File: src/shared/rspc_pkg.sv
package rspc_pkg;

    // ****************************************************************
    // Register map
    // ****************************************************************
    localparam logic [15:0] RSPC_OFF_POWER_CONTROL = 16'h1930;
    localparam logic [15:0] RSPC_OFF_WAKE_STATUS   = 16'h1934;
    localparam logic [31:0] RSPC_POWER_CONTROL_RST = 32'h0000_0018;
    localparam logic [31:0] RSPC_POWER_CONTROL_MSK = 32'h0000_001F;

    // Field positions
    localparam int RSPC_BIT_CLOCK_OUT_ENABLE       = 0;
    localparam int RSPC_BIT_REGULATOR_POWER_DOWN   = 1;
    localparam int RSPC_BIT_FULL_POWER_DOWN        = 2;
    localparam int RSPC_BIT_WAKE_PIN_DIRECTION     = 3;
    localparam int RSPC_BIT_WAKE_PIN_OUTPUT_LEVEL  = 4;

    // AXI responses
    localparam logic [1:0] RSPC_RESP_OKAY   = 2'b00;
    localparam logic [1:0] RSPC_RESP_SLVERR = 2'b10;

    // ****************************************************************
    // Carrier types
    // ****************************************************************
    typedef struct packed {
        logic        clock_out_enable;
        logic        regulators_on;
        logic        por_comparator_on;
        logic        bandgap_on;
    } rspc_power_t;

    typedef struct packed {
        logic        wake_pin_o;
        logic        wake_pin_oe;
    } rspc_pin_t;

endpackage : rspc_pkg

File: src/verilog/rspc_power_control.sv
// Design decision made here: the AXI4-Lite register port.
`timescale 1ns/10ps
// Functional notes
// [RULE_01] Output level 0 drives wake pin low; 1 releases it to high impedance.
// [RULE_02] Direction bit 0 makes wake pin input; 1 makes it output.
// [RULE_03] Wake pin input active high; output open-drain active low, pulled up outside.
// [RULE_04] Full power-down bit 2 shuts regulators, reset comparator and bandgap.
// [RULE_05] After full power-down only wake pin high, alarm or periodic event restores.
// [RULE_06] Regulator power-down bit 1 shuts regulators and comparator; bandgap stays on.
// [RULE_07] After regulator power-down same three wake sources restore regulators and comparator.
// [RULE_08] Software avoids power-down bits while internal regulators are bypassed.
// [RULE_09] Clock-out enable bit 0 enables clock output pin when set.
// [RULE_10] Bits 15 to 5 read zero; power-down sampled synchronously in clock domain.
module rspc_power_control (
    input  wire logic                 aclk,
    input  wire logic                 aresetn,
    input  wire logic [15:0]          s_axi_awaddr,
    input  wire logic                 s_axi_awvalid,
    output logic                      s_axi_awready,
    input  wire logic [31:0]          s_axi_wdata,
    input  wire logic [3:0]           s_axi_wstrb,
    input  wire logic                 s_axi_wvalid,
    output logic                      s_axi_wready,
    output logic [1:0]                s_axi_bresp,
    output logic                      s_axi_bvalid,
    input  wire logic                 s_axi_bready,
    input  wire logic [15:0]          s_axi_araddr,
    input  wire logic                 s_axi_arvalid,
    output logic                      s_axi_arready,
    output logic [31:0]               s_axi_rdata,
    output logic [1:0]                s_axi_rresp,
    output logic                      s_axi_rvalid,
    input  wire logic                 s_axi_rready,
    input  wire logic                 wake_pin_i,
    input  wire logic                 alarm_wake,
    input  wire logic                 periodic_wake,
    output rspc_pkg::rspc_pin_t       wake_pin,
    output rspc_pkg::rspc_power_t     power
);
    import rspc_pkg::*;

    // ****************************************************************
    // State
    // ****************************************************************
    typedef struct packed {
        logic [15:0] awaddr;
        logic        aw_held;
        logic [31:0] wdata;
        logic [3:0]  wstrb;
        logic        w_held;
        logic        bvalid;
        logic [1:0]  bresp;
        logic        rvalid;
        logic [1:0]  rresp;
        logic [31:0] rdata;
        logic [4:0]  ctrl;
        logic        full_down;
        logic        reg_down;
        logic        wake_s1;
        logic        wake_s2;
        logic        alarm_s1;
        logic        alarm_s2;
        logic        period_s1;
        logic        period_s2;
        logic        last_wake;
        rspc_power_t pwr;
        rspc_pin_t   pin;
    } rspc_state_t;

    rspc_state_t s_q;
    rspc_state_t s_d;
    logic        wake_req;
    logic        do_write;

    assign s_axi_awready = !s_q.aw_held && !s_q.bvalid;
    assign s_axi_wready  = !s_q.w_held && !s_q.bvalid;
    assign s_axi_arready = !s_q.rvalid;
    assign s_axi_bvalid  = s_q.bvalid;
    assign s_axi_bresp   = s_q.bresp;
    assign s_axi_rvalid  = s_q.rvalid;
    assign s_axi_rresp   = s_q.rresp;
    assign s_axi_rdata   = s_q.rdata;
    assign wake_pin      = s_q.pin;
    assign power         = s_q.pwr;

    // Wake pin request only seen on an input-configured pin; alarm and periodic always count
    assign wake_req = (s_q.wake_s2 && !s_q.ctrl[RSPC_BIT_WAKE_PIN_DIRECTION])
                      || s_q.alarm_s2 || s_q.period_s2;      // see [RULE_03]
    assign do_write = (s_q.aw_held || s_axi_awvalid) && (s_q.w_held || s_axi_wvalid) && !s_q.bvalid;

    // ****************************************************************
    // Next state
    // ****************************************************************
    always_comb
    begin
        s_d = s_q;
        // ****************************************************************
        // Input synchronisers, two flops per outside input
        // ****************************************************************
        s_d.wake_s1   = wake_pin_i;
        s_d.wake_s2   = s_q.wake_s1;
        s_d.alarm_s1  = alarm_wake;
        s_d.alarm_s2  = s_q.alarm_s1;
        s_d.period_s1 = periodic_wake;
        s_d.period_s2 = s_q.period_s1;
        s_d.last_wake = wake_req;

        // ****************************************************************
        // Write channels, address and data in either order
        // ****************************************************************
        if (s_axi_awvalid && s_axi_awready)
        begin
            s_d.awaddr  = s_axi_awaddr;
            s_d.aw_held = 1'b1;
        end
        if (s_axi_wvalid && s_axi_wready)
        begin
            s_d.wdata  = s_axi_wdata;
            s_d.wstrb  = s_axi_wstrb;
            s_d.w_held = 1'b1;
        end
        if (do_write)
        begin
            s_d.aw_held = 1'b0;
            s_d.w_held  = 1'b0;
            s_d.bvalid  = 1'b1;
            s_d.bresp   = RSPC_RESP_OKAY;
            if ((s_q.aw_held ? s_q.awaddr : s_axi_awaddr) == RSPC_OFF_POWER_CONTROL)
            begin
                if (s_q.w_held ? s_q.wstrb[0] : s_axi_wstrb[0])
                begin
                    s_d.ctrl = s_q.w_held ? s_q.wdata[4:0] : s_axi_wdata[4:0];   // see [RULE_10]
                end
            end
            else if ((s_q.aw_held ? s_q.awaddr : s_axi_awaddr) != RSPC_OFF_WAKE_STATUS)
            begin
                s_d.bresp = RSPC_RESP_SLVERR;
            end
        end
        else if (s_q.bvalid && s_axi_bready)
        begin
            s_d.bvalid = 1'b0;
        end

        // ****************************************************************
        // Read channel
        // ****************************************************************
        if (s_axi_arvalid && s_axi_arready)
        begin
            s_d.rvalid = 1'b1;
            s_d.rresp  = RSPC_RESP_OKAY;
            if (s_axi_araddr == RSPC_OFF_POWER_CONTROL)
            begin
                s_d.rdata = {27'h000_0000, s_q.ctrl};   // see [RULE_10]
            end
            else if (s_axi_araddr == RSPC_OFF_WAKE_STATUS)
            begin
                s_d.rdata = {26'h000_0000, s_q.pwr.bandgap_on, s_q.pwr.regulators_on,
                             s_q.full_down, s_q.reg_down, wake_req, s_q.wake_s2};
            end
            else
            begin
                s_d.rdata = 32'h0000_0000;
                s_d.rresp = RSPC_RESP_SLVERR;
            end
        end
        else if (s_q.rvalid && s_axi_rready)
        begin
            s_d.rvalid = 1'b0;
        end

        // ****************************************************************
        // Power-down latches, sampled on this clock
        // ****************************************************************
        if (s_q.ctrl[RSPC_BIT_FULL_POWER_DOWN])
        begin
            s_d.full_down = 1'b1;                       // see [RULE_04] see [RULE_10]
        end
        if (s_q.ctrl[RSPC_BIT_REGULATOR_POWER_DOWN])
        begin
            s_d.reg_down = 1'b1;                        // see [RULE_06]
        end

        // ****************************************************************
        // Rising wake request ends power-down and clears request bits
        // ****************************************************************
        // Wake edge overrides a latch set in the same cycle
        if (wake_req && !s_q.last_wake)
        begin
            s_d.full_down = 1'b0;                       // see [RULE_05]
            s_d.reg_down  = 1'b0;                       // see [RULE_07]
            s_d.ctrl[RSPC_BIT_FULL_POWER_DOWN]      = 1'b0;
            s_d.ctrl[RSPC_BIT_REGULATOR_POWER_DOWN] = 1'b0;
        end

        // ****************************************************************
        // Supply enables
        // ****************************************************************
        s_d.pwr.regulators_on     = !(s_d.full_down || s_d.reg_down);   // see [RULE_04] see [RULE_06]
        s_d.pwr.por_comparator_on = !(s_d.full_down || s_d.reg_down);
        s_d.pwr.bandgap_on        = !s_d.full_down;                     // see [RULE_06]
        s_d.pwr.clock_out_enable  = s_d.ctrl[RSPC_BIT_CLOCK_OUT_ENABLE]; // see [RULE_09]

        // ****************************************************************
        // Open-drain wake pin: only ever drives low
        // ****************************************************************
        s_d.pin.wake_pin_o  = 1'b0;                                      // see [RULE_03]
        s_d.pin.wake_pin_oe = s_d.ctrl[RSPC_BIT_WAKE_PIN_DIRECTION]
                              && !s_d.ctrl[RSPC_BIT_WAKE_PIN_OUTPUT_LEVEL]; // see [RULE_01] see [RULE_02]
    end

    // ****************************************************************
    // Register stage
    // ****************************************************************
    always_ff @(posedge aclk)
    begin
        if (!aresetn)
        begin
            s_q      <= '0;
            s_q.ctrl <= RSPC_POWER_CONTROL_RST[4:0];
            s_q.pwr  <= 4'b0111;
        end
        else
        begin
            s_q <= s_d;
        end
    end

endmodule : rspc_power_control

File: config.mk
export PLATFORM = sky130hd
export DESIGN_NAME = rspc_power_control
export DESIGN_NICKNAME = d
export VERILOG_FILES = /design/src/shared/rspc_pkg.sv /design/src/verilog/rspc_power_control.sv
export SDC_FILE = /design/constraint.sdc
export NUM_CORES = 1
export LEC_CHECK = 0
export ABC_CLOCK_PERIOD_IN_PS = 6500
export BUFFER_PORTS_ARGS = -buffer_cell sky130_fd_sc_hd__buf_2
export CAP_MARGIN = 20
export CELL_PAD_IN_SITES_DETAIL_PLACEMENT = 1
export CELL_PAD_IN_SITES_GLOBAL_PLACEMENT = 1
export CORE_ASPECT_RATIO = 0.7
export CORE_MARGIN = 3
export CORE_UTILIZATION = 35
export CTS_BUF_LIST = sky130_fd_sc_hd__clkbuf_8
export DETAILED_ROUTE_END_ITERATION = 8
export HOLD_SLACK_MARGIN = 0.03
export PLACE_DENSITY_LB_ADDON = 0.1
export SLEW_MARGIN = 20
export SYNTH_ARGS = -nofsm -noshare
export SYNTH_HDL_FRONTEND = slang
export SYNTH_SLANG_ARGS = --single-unit
File: constraint.sdc
create_clock -name aclk -period 6.5 [get_ports aclk]
set_clock_uncertainty 0.2 [all_clocks]
set_input_delay 0.65 -clock aclk [delete_from_list [all_inputs] [get_ports aclk]]
set_output_delay 0.65 -clock aclk [all_outputs]
set_load 0.005 [all_outputs]
==> flow_summary.json, run 1 <==
{
  "status": "complete, no violations",
  "holdBufCountCts": 0,
  "cp_top_family": "simple AND/OR/NAND/NOR gates",
  "htreeDepth": 2,
  "critical_path_class": "flop to flop",
  "final.setup.tns_ns": 0,
  "synth_seq_area_share_pct": 42.8,
  "port_buffers": 65,
  "max_stage_delay_ns": 0.60,
  "grt_pass1_wl_um": 8750,
  "diodes": 0,
  "numCtsBuffers": 5,
  "p_leak_nw": 1.22,
  "synth_cell_type_count": 37,
  "hold_class": "flop to flop",
  "postSynthAreaPerCell_sq_um": 8.65,
  "first_iter_violations": 56,
  "hold_violations": 0,
  "power.share.clock_pct": 35.1,
  "synth_top_area_cell": "dfxtp_1",
  "slew_violations": 0,
  "wl_per_cell_um": 13.0,
  "synth_top_area_share_pct": 42.8,
  "pwr-share-seq_pct": 52.2,
  "fin_ws_ns": 4.10,
  "via_per_inst": 4.48,
  "drive_gt1_share_pct": 25.5,
  "cts_resized": 0,
  "grtUsageMet1_pct": 19.2,
  "globalRoute.totalOverflow": 0,
  "die-width_um": 105,
  "crit_fanout": 10,
  "drv_cap": 0,
  "antenna_found_initial": 0,
  "ioPinCount": 125,
  "grt_usage_pct": 13.9,
  "cts_tree": "yes",
  "gp_congestion": 0.743,
  "cp_data_required_time_ns": 6.49,
  "path_buf_inv": 0,
  "p_per_area_nw_per_um2": 243,
  "relSlewSlack_pct": 32.9,
  "firstDrtPassIters": 4,
  "ys_warn_count": 0,
  "synth_edf_count": 0,
  "wl_um": 5360,
  "min_period_ns": 2.40,
  "grt_max_degree": 31,
  "drcViolationCount": 0,
  "fin_area_sq_um": 2680,
  "finalCritPeriodShare_pct": 36.9,
  "dp_slack_ns": 3.78,
  "cp.arrival_ns": 2.39,
  "synth_cells": 276,
  "worst_pin_slew_ns": 1.01,
  "critPathSlowestCell": "a221oi_4",
  "core_area_sq_um": 6430,
  "start_util_pct": 37.1,
  "clkLatencyLatePin_ns": 0.30,
  "yosys-top-cells-area": "dfxtp_1 (43%), buf_4 (13%), nand2_1 (6.8%)",
  "syn_area_sq_um": 2390,
  "start_kind": "flop",
  "rsz0062_at_grt": "no",
  "synth-seq-cells": 51,
  "die_area_sq_um": 7860,
  "final-setup-viol-count": 0,
  "dpl-instance-area_sq_um": 2560,
  "whs_ns": 0.240,
  "ir_drop_mv": 0.137,
  "place_hpwl_um": 4090,
  "cts_setup_buffers": 0,
  "path_clk_slew_ns": 0.09,
  "power_switching_uw": 163,
  "gr-max-usage-layer": "met2",
  "cts.sinks": 51,
  "drt.antenna.violating_nets": 0,
  "layout.nets": 399,
  "p_sw_share_pct": 25.1,
  "grt_use_met2_pct": 21.5,
  "pwr-share-comb_pct": 12.7,
  "synthFlopType": "dfxtp_1",
  "clockBufferDepth": 2,
  "area_growth_pct": 12.1,
  "cts-root-buf": "clkbuf_8",
  "max_freq_mhz": 417,
  "layout_commonest_cell": "buf_2",
  "grt.met3_usage_pct": 4.20,
  "via_count": 1850,
  "final_cell_mix": "buf_2 (65), dfxtp_1 (51), nand2_1 (43), conb_1 (29), nor2_1 (23)",
  "num_rows": 24,
  "synthArstFlopShare_pct": 0,
  "die_y_um": 75.1,
  "endpoint_kind": "flop",
  "p_int_uw": 488,
  "first_global_vias": 1851,
  "crit_chain": "nor4b_2 > nand4_1 > a221oi_4 > nand2_4 > mux2_4"
}
-- logic make-up after synthesis --
group | Yosys count | share of synthesized area (%)
buf+inv | 60 | 16.4
simple gates | 106 | 21.9
mux | 19 | 8.44
other cells | 1 | 0.157
compound gates | 39 | 10.3
flops | 51 | 42.8
-- sequential cells by signal, indices dropped and copies added (netlist names) --
signal / cells
power: 2
s_axi_bresp: 1
s_axi_bvalid: 1
s_axi_rdata: 6
s_axi_rresp: 1
s_axi_rvalid: 1
s_d: 3
s_q: 35
wake_pin: 1
-- power by group through the flow --
stage | combinational (mW) | clock [mW] | sequential, mW
after CTS | 0.0841 | 0.238 | 0.340
after global placement | 0.0817 | 0 | 0.348
final | 0.0826 | 0.229 | 0.340
after detailed placement | 0.0838 | 0 | 0.348
after floorplan | 0.0715 | 0 | 0.342
after global routing | 0.0953 | 0.251 | 0.343
-- layout make-up --
class	instances	area [sq um]
Fill cell	812	3750
Multi-Input combinational cell	193	1080
Sequential cell	51	1020
Timing Repair Buffer	65	325
Tap cell	91	114
Clock buffer	6	82.6
Clock inverter	2	35.0
Inverter	5	18.8
-- path summary, 6_finish.rpt --
kind | start | depth (start not counted) | end | slack (ns)
max | s_q[95]$_SDFFE_PP0P_ | 5 | s_q[19]$_SDFF_PN1_ | 4.10
min | s_d[11]$_SDFF_PN0_ | 1 | s_q[11]$_SDFF_PN0_ | 0.24
max reg2reg | s_q[95]$_SDFFE_PP0P_ | 5 | s_q[19]$_SDFF_PN1_ | 4.10
min reg2reg | s_d[11]$_SDFF_PN0_ | 1 | s_q[11]$_SDFF_PN0_ | 0.24
-- cells in the mapped netlist, drive strengths merged (2+ instances only) --
cell    instances
nor3            3
and2           12
nor2           23
a211oi          3
inv             5
a21oi          23
clkbuf         10
mux2            3
buf            45
nand4           3
nor4            3
and3            2
nand2b          5
nor4bb          2
o21ai           6
mux2i          16
nor3b           4
nand3           2
dfxtp          51
nand2          44
-- routing by layer --
metal | vias to the layer above | part of all wire (%)
li1 | 936 | -
met1 | 849 | 51
met2 | 60 | 41
met3 | 5 | 7.6
met4 | 0 | 0.67
met5 | - | 0
-- metrics by stage --
stage | util [%] | cells | total power, mW
after floorplan | - | 304 | 0.413
after global placement | 39.8 | 405 | 0.429
after detailed placement | 39.8 | 405 | 0.432
after CTS | 41.6 | 413 | 0.663
after global routing | 41.6 | 413 | 0.689
final | 41.6 | 413 | 0.651
-- worst reg2reg max path, cell delays in order (launching register included) --
cell	delay [ns]
dfxtp_1	0.57
nor4b_2	0.32
nand4_1	0.20
a221oi_4	0.60
nand2_4	0.10
mux2_4	0.31
No activity file was read; power rests on OpenSTA's default activity.
==> run 2, diff against run 1 <==
Settings changed: ABC_CLOCK_PERIOD_IN_PS 6500 to 2240, CORE_UTILIZATION 35 to 33.
Clock period 6.5 ns to 2.24 ns, I/O delays scaled along.
==> run 2 against run 1 <==
First-iteration DRC count shrank 3.6%. Global-route usage grew 0.11 points. Die area grew 5.6%. Cell count grew 11%. Flip-flop and latch count is the same. Hold slack lost 0.097 ns. Non-clock buffer count grew 41. Clock power grew to 2.9 times the previous value. Utilization grew 3.0 points. Register-to-register slack lost 3.9 ns. Critical path depth grew 4. Cell area grew 15%. Largest cell class unchanged. Highest routed layer unchanged.
==> flow_summary.json, run 2 (same netlist as run 1, synthesis figures left out) <==
{
  "die_y_um": 77.2,
  "final.setup.tns_ns": 0,
  "port_buffers": 65,
  "ioPinCount": 125,
  "wl_per_cell_um": 12.7,
  "finalCritPeriodShare_pct": 95.8,
  "via_per_inst": 4.39,
  "p_per_area_nw_per_um2": 634,
  "worst_pin_slew_ns": 0.573,
  "hold_violations": 0,
  "dpl.cell_count": 420,
  "multi_input_area_sq_um": 1080,
  "final-setup-viol-count": 0,
  "power_switching_uw": 483,
  "grt_usage_pct": 14.0,
  "ff_latch_area_sq_um": 1020,
  "status": "complete, no violations",
  "cts_tree": "yes",
  "diodes": 0,
  "drive_gt1_share_pct": 26.7,
  "grt_max_degree": 17,
  "drv_cap": 0,
  "cp_data_required_time_ns": 2.25,
  "fin_cells": 457,
  "num_rows": 25,
  "pwr-share-comb_pct": 15.8,
  "antenna_found_initial": 0,
  "die_area_sq_um": 8310,
  "cts.sinks": 51,
  "place_hpwl_um": 4220,
  "largest_register_ffs": 35,
  "htreeDepth": 2,
  "critical_path_class": "input pin to flop",
  "final_cell_mix": "buf_2 (65), dfxtp_1 (50), nand2_1 (43), conb_1 (29), dlygate4sd3_1 (27)",
  "first_global_vias": 1950,
  "nFillCells": 856,
  "first_iter_violations": 54,
  "clkLatencyLatePin_ns": 0.30,
  "power.share.clock_pct": 33.8,
  "gp_congestion": 0.720,
  "path_clk_slew_ns": 0.09,
  "wl_um": 5800,
  "core_area_sq_um": 6880,
  "area_growth_pct": 28.7,
  "numCtsBuffers": 5,
  "hold_class": "input pin to flop",
  "max_freq_mhz": 466,
  "drcViolationCount": 0,
  "rsz0062_at_grt": "no",
  "start_kind": "input pin",
  "pwr-share-seq_pct": 50.4,
  "drt.antenna.violating_nets": 0,
  "p_int_mw": 1.47,
  "start_util_pct": 34.7,
  "globalRoute.totalOverflow": 0,
  "slew_violations": 0,
  "relSlewSlack_pct": 61.8,
  "regMostFlops": "s_q",
  "ir_drop_mv": 0.278,
  "p_sw_share_pct": 24.8,
  "firstDrtPassIters": 4,
  "layout_commonest_cell": "buf_2",
  "min_period_ns": 2.15,
  "cp.arrival_ns": 2.16,
  "crit_fanout": 7,
  "clockBufferDepth": 2,
  "endpoint_kind": "flop",
  "die-width_um": 108,
  "layout.nets": 440,
  "via_count": 2007,
  "cts-root-buf": "clkbuf_8",
  "grt_pass1_wl_um": 9240,
  "p_leak_nw": 1.41
}
==> run 2: final timing paths <==
kind	start	to	slack (ns)	cells past startpoint
worst min register to register	s_d[9]$_SDFF_PN0_	s_q[9]$_SDFF_PN0_	0.24	1
worst max register to register	s_q[95]$_SDFFE_PP0P_	s_q[15]$_SDFFE_PN0P_	0.25	7
worst max-delay path	s_axi_awaddr[15]	s_q[15]$_SDFFE_PN0P_	0.09	9
worst min-delay path	s_axi_awvalid	s_q[98]$_SDFFE_PN0P_	0.14	4
==> run 2: area by class of cell <==
class,instances,share of cell area (%)
inverter,5,0.611
clock inverter,2,1.14
sequential,51,33.3
tap,94,3.83
clock buffer,6,2.69
multi-input combinational,193,35.1
timing repair buffer,106,23.3
==> run 2: per-stage QoR <==
stage	area (sq um)	hold WS, ns	util [%]	setup slack (ns)	power (mW)
2_1_floorplan	2490	0.146	-	0.193	1.20
3_3_place_gp	2670	0.214	38.7	0.0367	1.27
3_5_place_dp	2670	0.219	38.7	0.0370	1.28
4_1_cts	3050	0.123	44.4	0.00134	1.99
5_1_grt	3070	0.161	44.7	0.0157	2.07
6_report	3070	0.143	44.7	0.0932	1.95
==> run 2: what timing repair did <==
action	4_1_cts	5_1_grt
gates resized for setup	0	2
hold buffers	27	0
setup endpoints to repair	0	7
endpoints found under the hold margin	27	0
buffers inserted	0	2
==> run 2: power by group through the flow <==
stage                     Combinational (mW)  Sequential (mW)  Clock [mW]
after floorplan                        0.207            0.991           0
after global placement                 0.267             1.00           0
after detailed placement               0.272             1.00           0
after CTS                              0.308            0.984       0.700
after global routing                   0.348            0.990       0.735
final                                  0.307            0.983       0.659
==> run 2: worst max-delay path, stage by stage <==
cell,delay (ns)
dlygate4sd3_1,0.53
buf_2,0.13
nor4_1,0.17
nand4_1,0.22
a221oi_4,0.34
buf_6,0.16
buf_4,0.11
a21oi_2,0.04
a311oi_1,0.22
==> run 2: routing by layer <==
layer,global-route usage [%],part of all wire (%)
met4,4.54,1.2
met1,19.4,49
met3,3.70,7.4
met2,21.2,43
met5,0,0
==> run 3, diff against run 2 <==
Settings changed: CORE_MARGIN 3 to 2.
==> run 3 against run 2 <==
Routed wire length fell by 1.1%. Via count fell by 3.1%. Combinational power fell by 2%. Cell area fell by 0.73%. Hold slack got worse by 0.033 ns. First-iteration DRC count rose by 13%. Flip-flop and latch count did not move. Sequential power barely moved. Largest cell class unchanged. Sequential share of layout area rose by 0.25 points.
==> flow_summary.json, run 3 (same netlist as run 1, synthesis figures left out) <==
{
  "status": "complete, no violations",
  "max_freq_mhz": 456,
  "p_per_area_nw_per_um2": 591,
  "multi_input_area_sq_um": 1100,
  "die_area_sq_um": 7940,
  "rsz0062_at_grt": "no",
  "reg2regPathDepth": 6,
  "gp_congestion": 0.764,
  "via_count": 1944,
  "dr_wl_met3_um": 373,
  "reg2reg_setup_slack_ns": 0.18,
  "drt-met1-wl_um": 2800,
  "p_leak_nw": 1.41,
  "die_y_um": 75.2,
  "largest_register_ffs": 35,
  "core_area_sq_um": 6880,
  "cts.sinks": 51,
  "start_util_pct": 34.7,
  "grt_max_degree": 17,
  "firstDrtPassIters": 4,
  "diodes": 0,
  "antenna_found_initial": 0,
  "first_iter_violations": 61,
  "cp_data_required_time_ns": 2.24,
  "final_cell_mix": "buf_2 (60), dfxtp_1 (50), nand2_1 (43), conb_1 (29), dlygate4sd3_1 (24)",
  "num_rows": 25,
  "utilization_pct": 44.3,
  "clkLatencyLatePin_ns": 0.30,
  "top_layer": "met4",
  "grt_pass1_wl_um": 9370,
  "die-width_um": 106,
  "crit_chain": "dlygate4sd3_1 > buf_2 > or4_4 > a221oi_4 > buf_12 > nand2_4 > mux2_4",
  "drcViolationCount": 0,
  "globalRoute.totalOverflow": 0,
  "layout_commonest_cell": "buf_2",
  "htreeDepth": 2,
  "critical_path_class": "input pin to flop",
  "fin_ws_ns": 0.0489,
  "min_period_ns": 2.19,
  "relSlewSlack_pct": 63.2,
  "endpoint_kind": "flop",
  "cp.arrival_ns": 2.19,
  "numCtsBuffers": 5,
  "cts_setup_buffers": 0,
  "port_buffers": 65,
  "cts_tree": "yes",
  "drv_cap": 0,
  "ff_latch_area_sq_um": 1020,
  "min_to": "s_q[101]$_SDFFE_PN0P_",
  "final.setup.tns_ns": 0,
  "ioPinCount": 125,
  "hold_start": "s_axi_awaddr[5]",
  "regMostFlops": "s_q",
  "layout.nets": 433,
  "power_mw": 1.80,
  "max_stage_delay_ns": 0.54,
  "drive_gt1_share_pct": 25.8,
  "worst_pin_slew_ns": 0.550,
  "fin_area_sq_um": 3050,
  "area_growth_pct": 27.8,
  "finalCritPeriodShare_pct": 97.8,
  "dpl-instance-area_sq_um": 2670,
  "wl_per_cell_um": 12.8,
  "timing.rr.start": "s_q[95]$_SDFFE_PP0P_",
  "critPathSlowestCell": "dlygate4sd3_1",
  "place_hpwl_um": 4160,
  "wl_um": 5740,
  "wl_met2_um": 2560,
  "final-setup-viol-count": 0,
  "via_per_inst": 4.32,
  "holdPathStages": 3,
  "worstReg2RegEnd": "s_q[19]$_SDFF_PN1_",
  "first_global_vias": 2015,
  "path_clk_slew_ns": 0.09,
  "hold_class": "input pin to flop",
  "slew_violations": 0,
  "grt_usage_pct": 14.9,
  "hold_violations": 0,
  "nFillCells": 833,
  "crit_fanout": 5,
  "start_kind": "input pin",
  "ir_drop_mv": 0.225,
  "drt.antenna.violating_nets": 0,
  "dp_slack_ns": 0.121,
  "cts-root-buf": "clkbuf_8",
  "clockBufferDepth": 2
}
## run 3: cell types whose count changed in the layout (fill, tap and decap cells not counted), moves of 2 or more
cell | previous run | this run
dlymetal6s4s_1 | 0 | 3
buf_4 | 12 | 9
buf_2 | 65 | 60
dlygate4sd3_1 | 27 | 24
clkinv_2 | 1 | 3
## run 3: per-stage QoR
| stage | std cells | hold slack (ns) |
|---|---|---|
| after floorplan | 304 | 0.146 |
| after global placement | 419 | 0.216 |
| after detailed placement | 419 | 0.221 |
| after CTS | 454 | 0.139 |
| after global routing | 450 | 0.162 |
| final | 450 | 0.109 |
## run 3: power breakdown
part	leakage [nW]	internal [mW]	total (mW)	switching [mW]
Combinational	0.942	0.152	0.302	0.150
Sequential	0.418	0.953	0.986	0.0326
Clock	0.0477	0.215	0.514	0.299
Total	1.41	1.32	1.80	0.482
## run 3: final cells by class
| type | instances | area share [%] |
|---|---|---|
| timing repair buffer | 99 | 23.3 |
| multi-input combinational | 193 | 36.0 |
| inverter | 5 | 0.615 |
| clock buffer | 5 | 2.26 |
| sequential | 51 | 33.5 |
| tap | 94 | 3.86 |
| clock inverter | 3 | 0.492 |
## run 3: timing repair
action / 4_1_cts / 5_1_grt
hold buffers: 27 / 0
endpoints found under the hold margin: 27 / 0
endpoints found under the setup margin: 0 / 2
gates resized for setup: 0 / 7
## run 3: per-layer routing
metal,global-route usage [%],vias to the layer above
met2,25.2,63
met5,0,-
met3,4.24,3
li1,-,1003
met4,3.07,0
met1,19.4,875
## run 3: worst max path at each step
stage,startpoint,end,slack [ns],cells past startpoint
5_1_grt,s_axi_awaddr[8],s_q[19]$_SDFF_PN1_,0.009,8
3_3_place_gp,s_q[95]$_SDFFE_PP0P_,wake_pin[0]$_SDFF_PN0_,0.1,6
4_1_cts,s_axi_awaddr[14],wake_pin[0]$_SDFF_PN0_,0.01,8
3_5_place_dp,s_q[95]$_SDFFE_PP0P_,wake_pin[0]$_SDFF_PN0_,0.12,6
6_report,s_axi_awaddr[7],s_q[19]$_SDFF_PN1_,0.05,7
2_1_floorplan,s_q[95]$_SDFFE_PP0P_,s_q[19]$_SDFF_PN1_,0.19,5
## run 3: worst max-delay path, delay by kind of cell
| kind | cells | cell delay [ns] |
|---|---|---|
| mux | 1 | 0.28 |
| simple gates | 2 | 0.48 |
| compound gates | 1 | 0.37 |
| buf+inv | 3 | 0.83 |
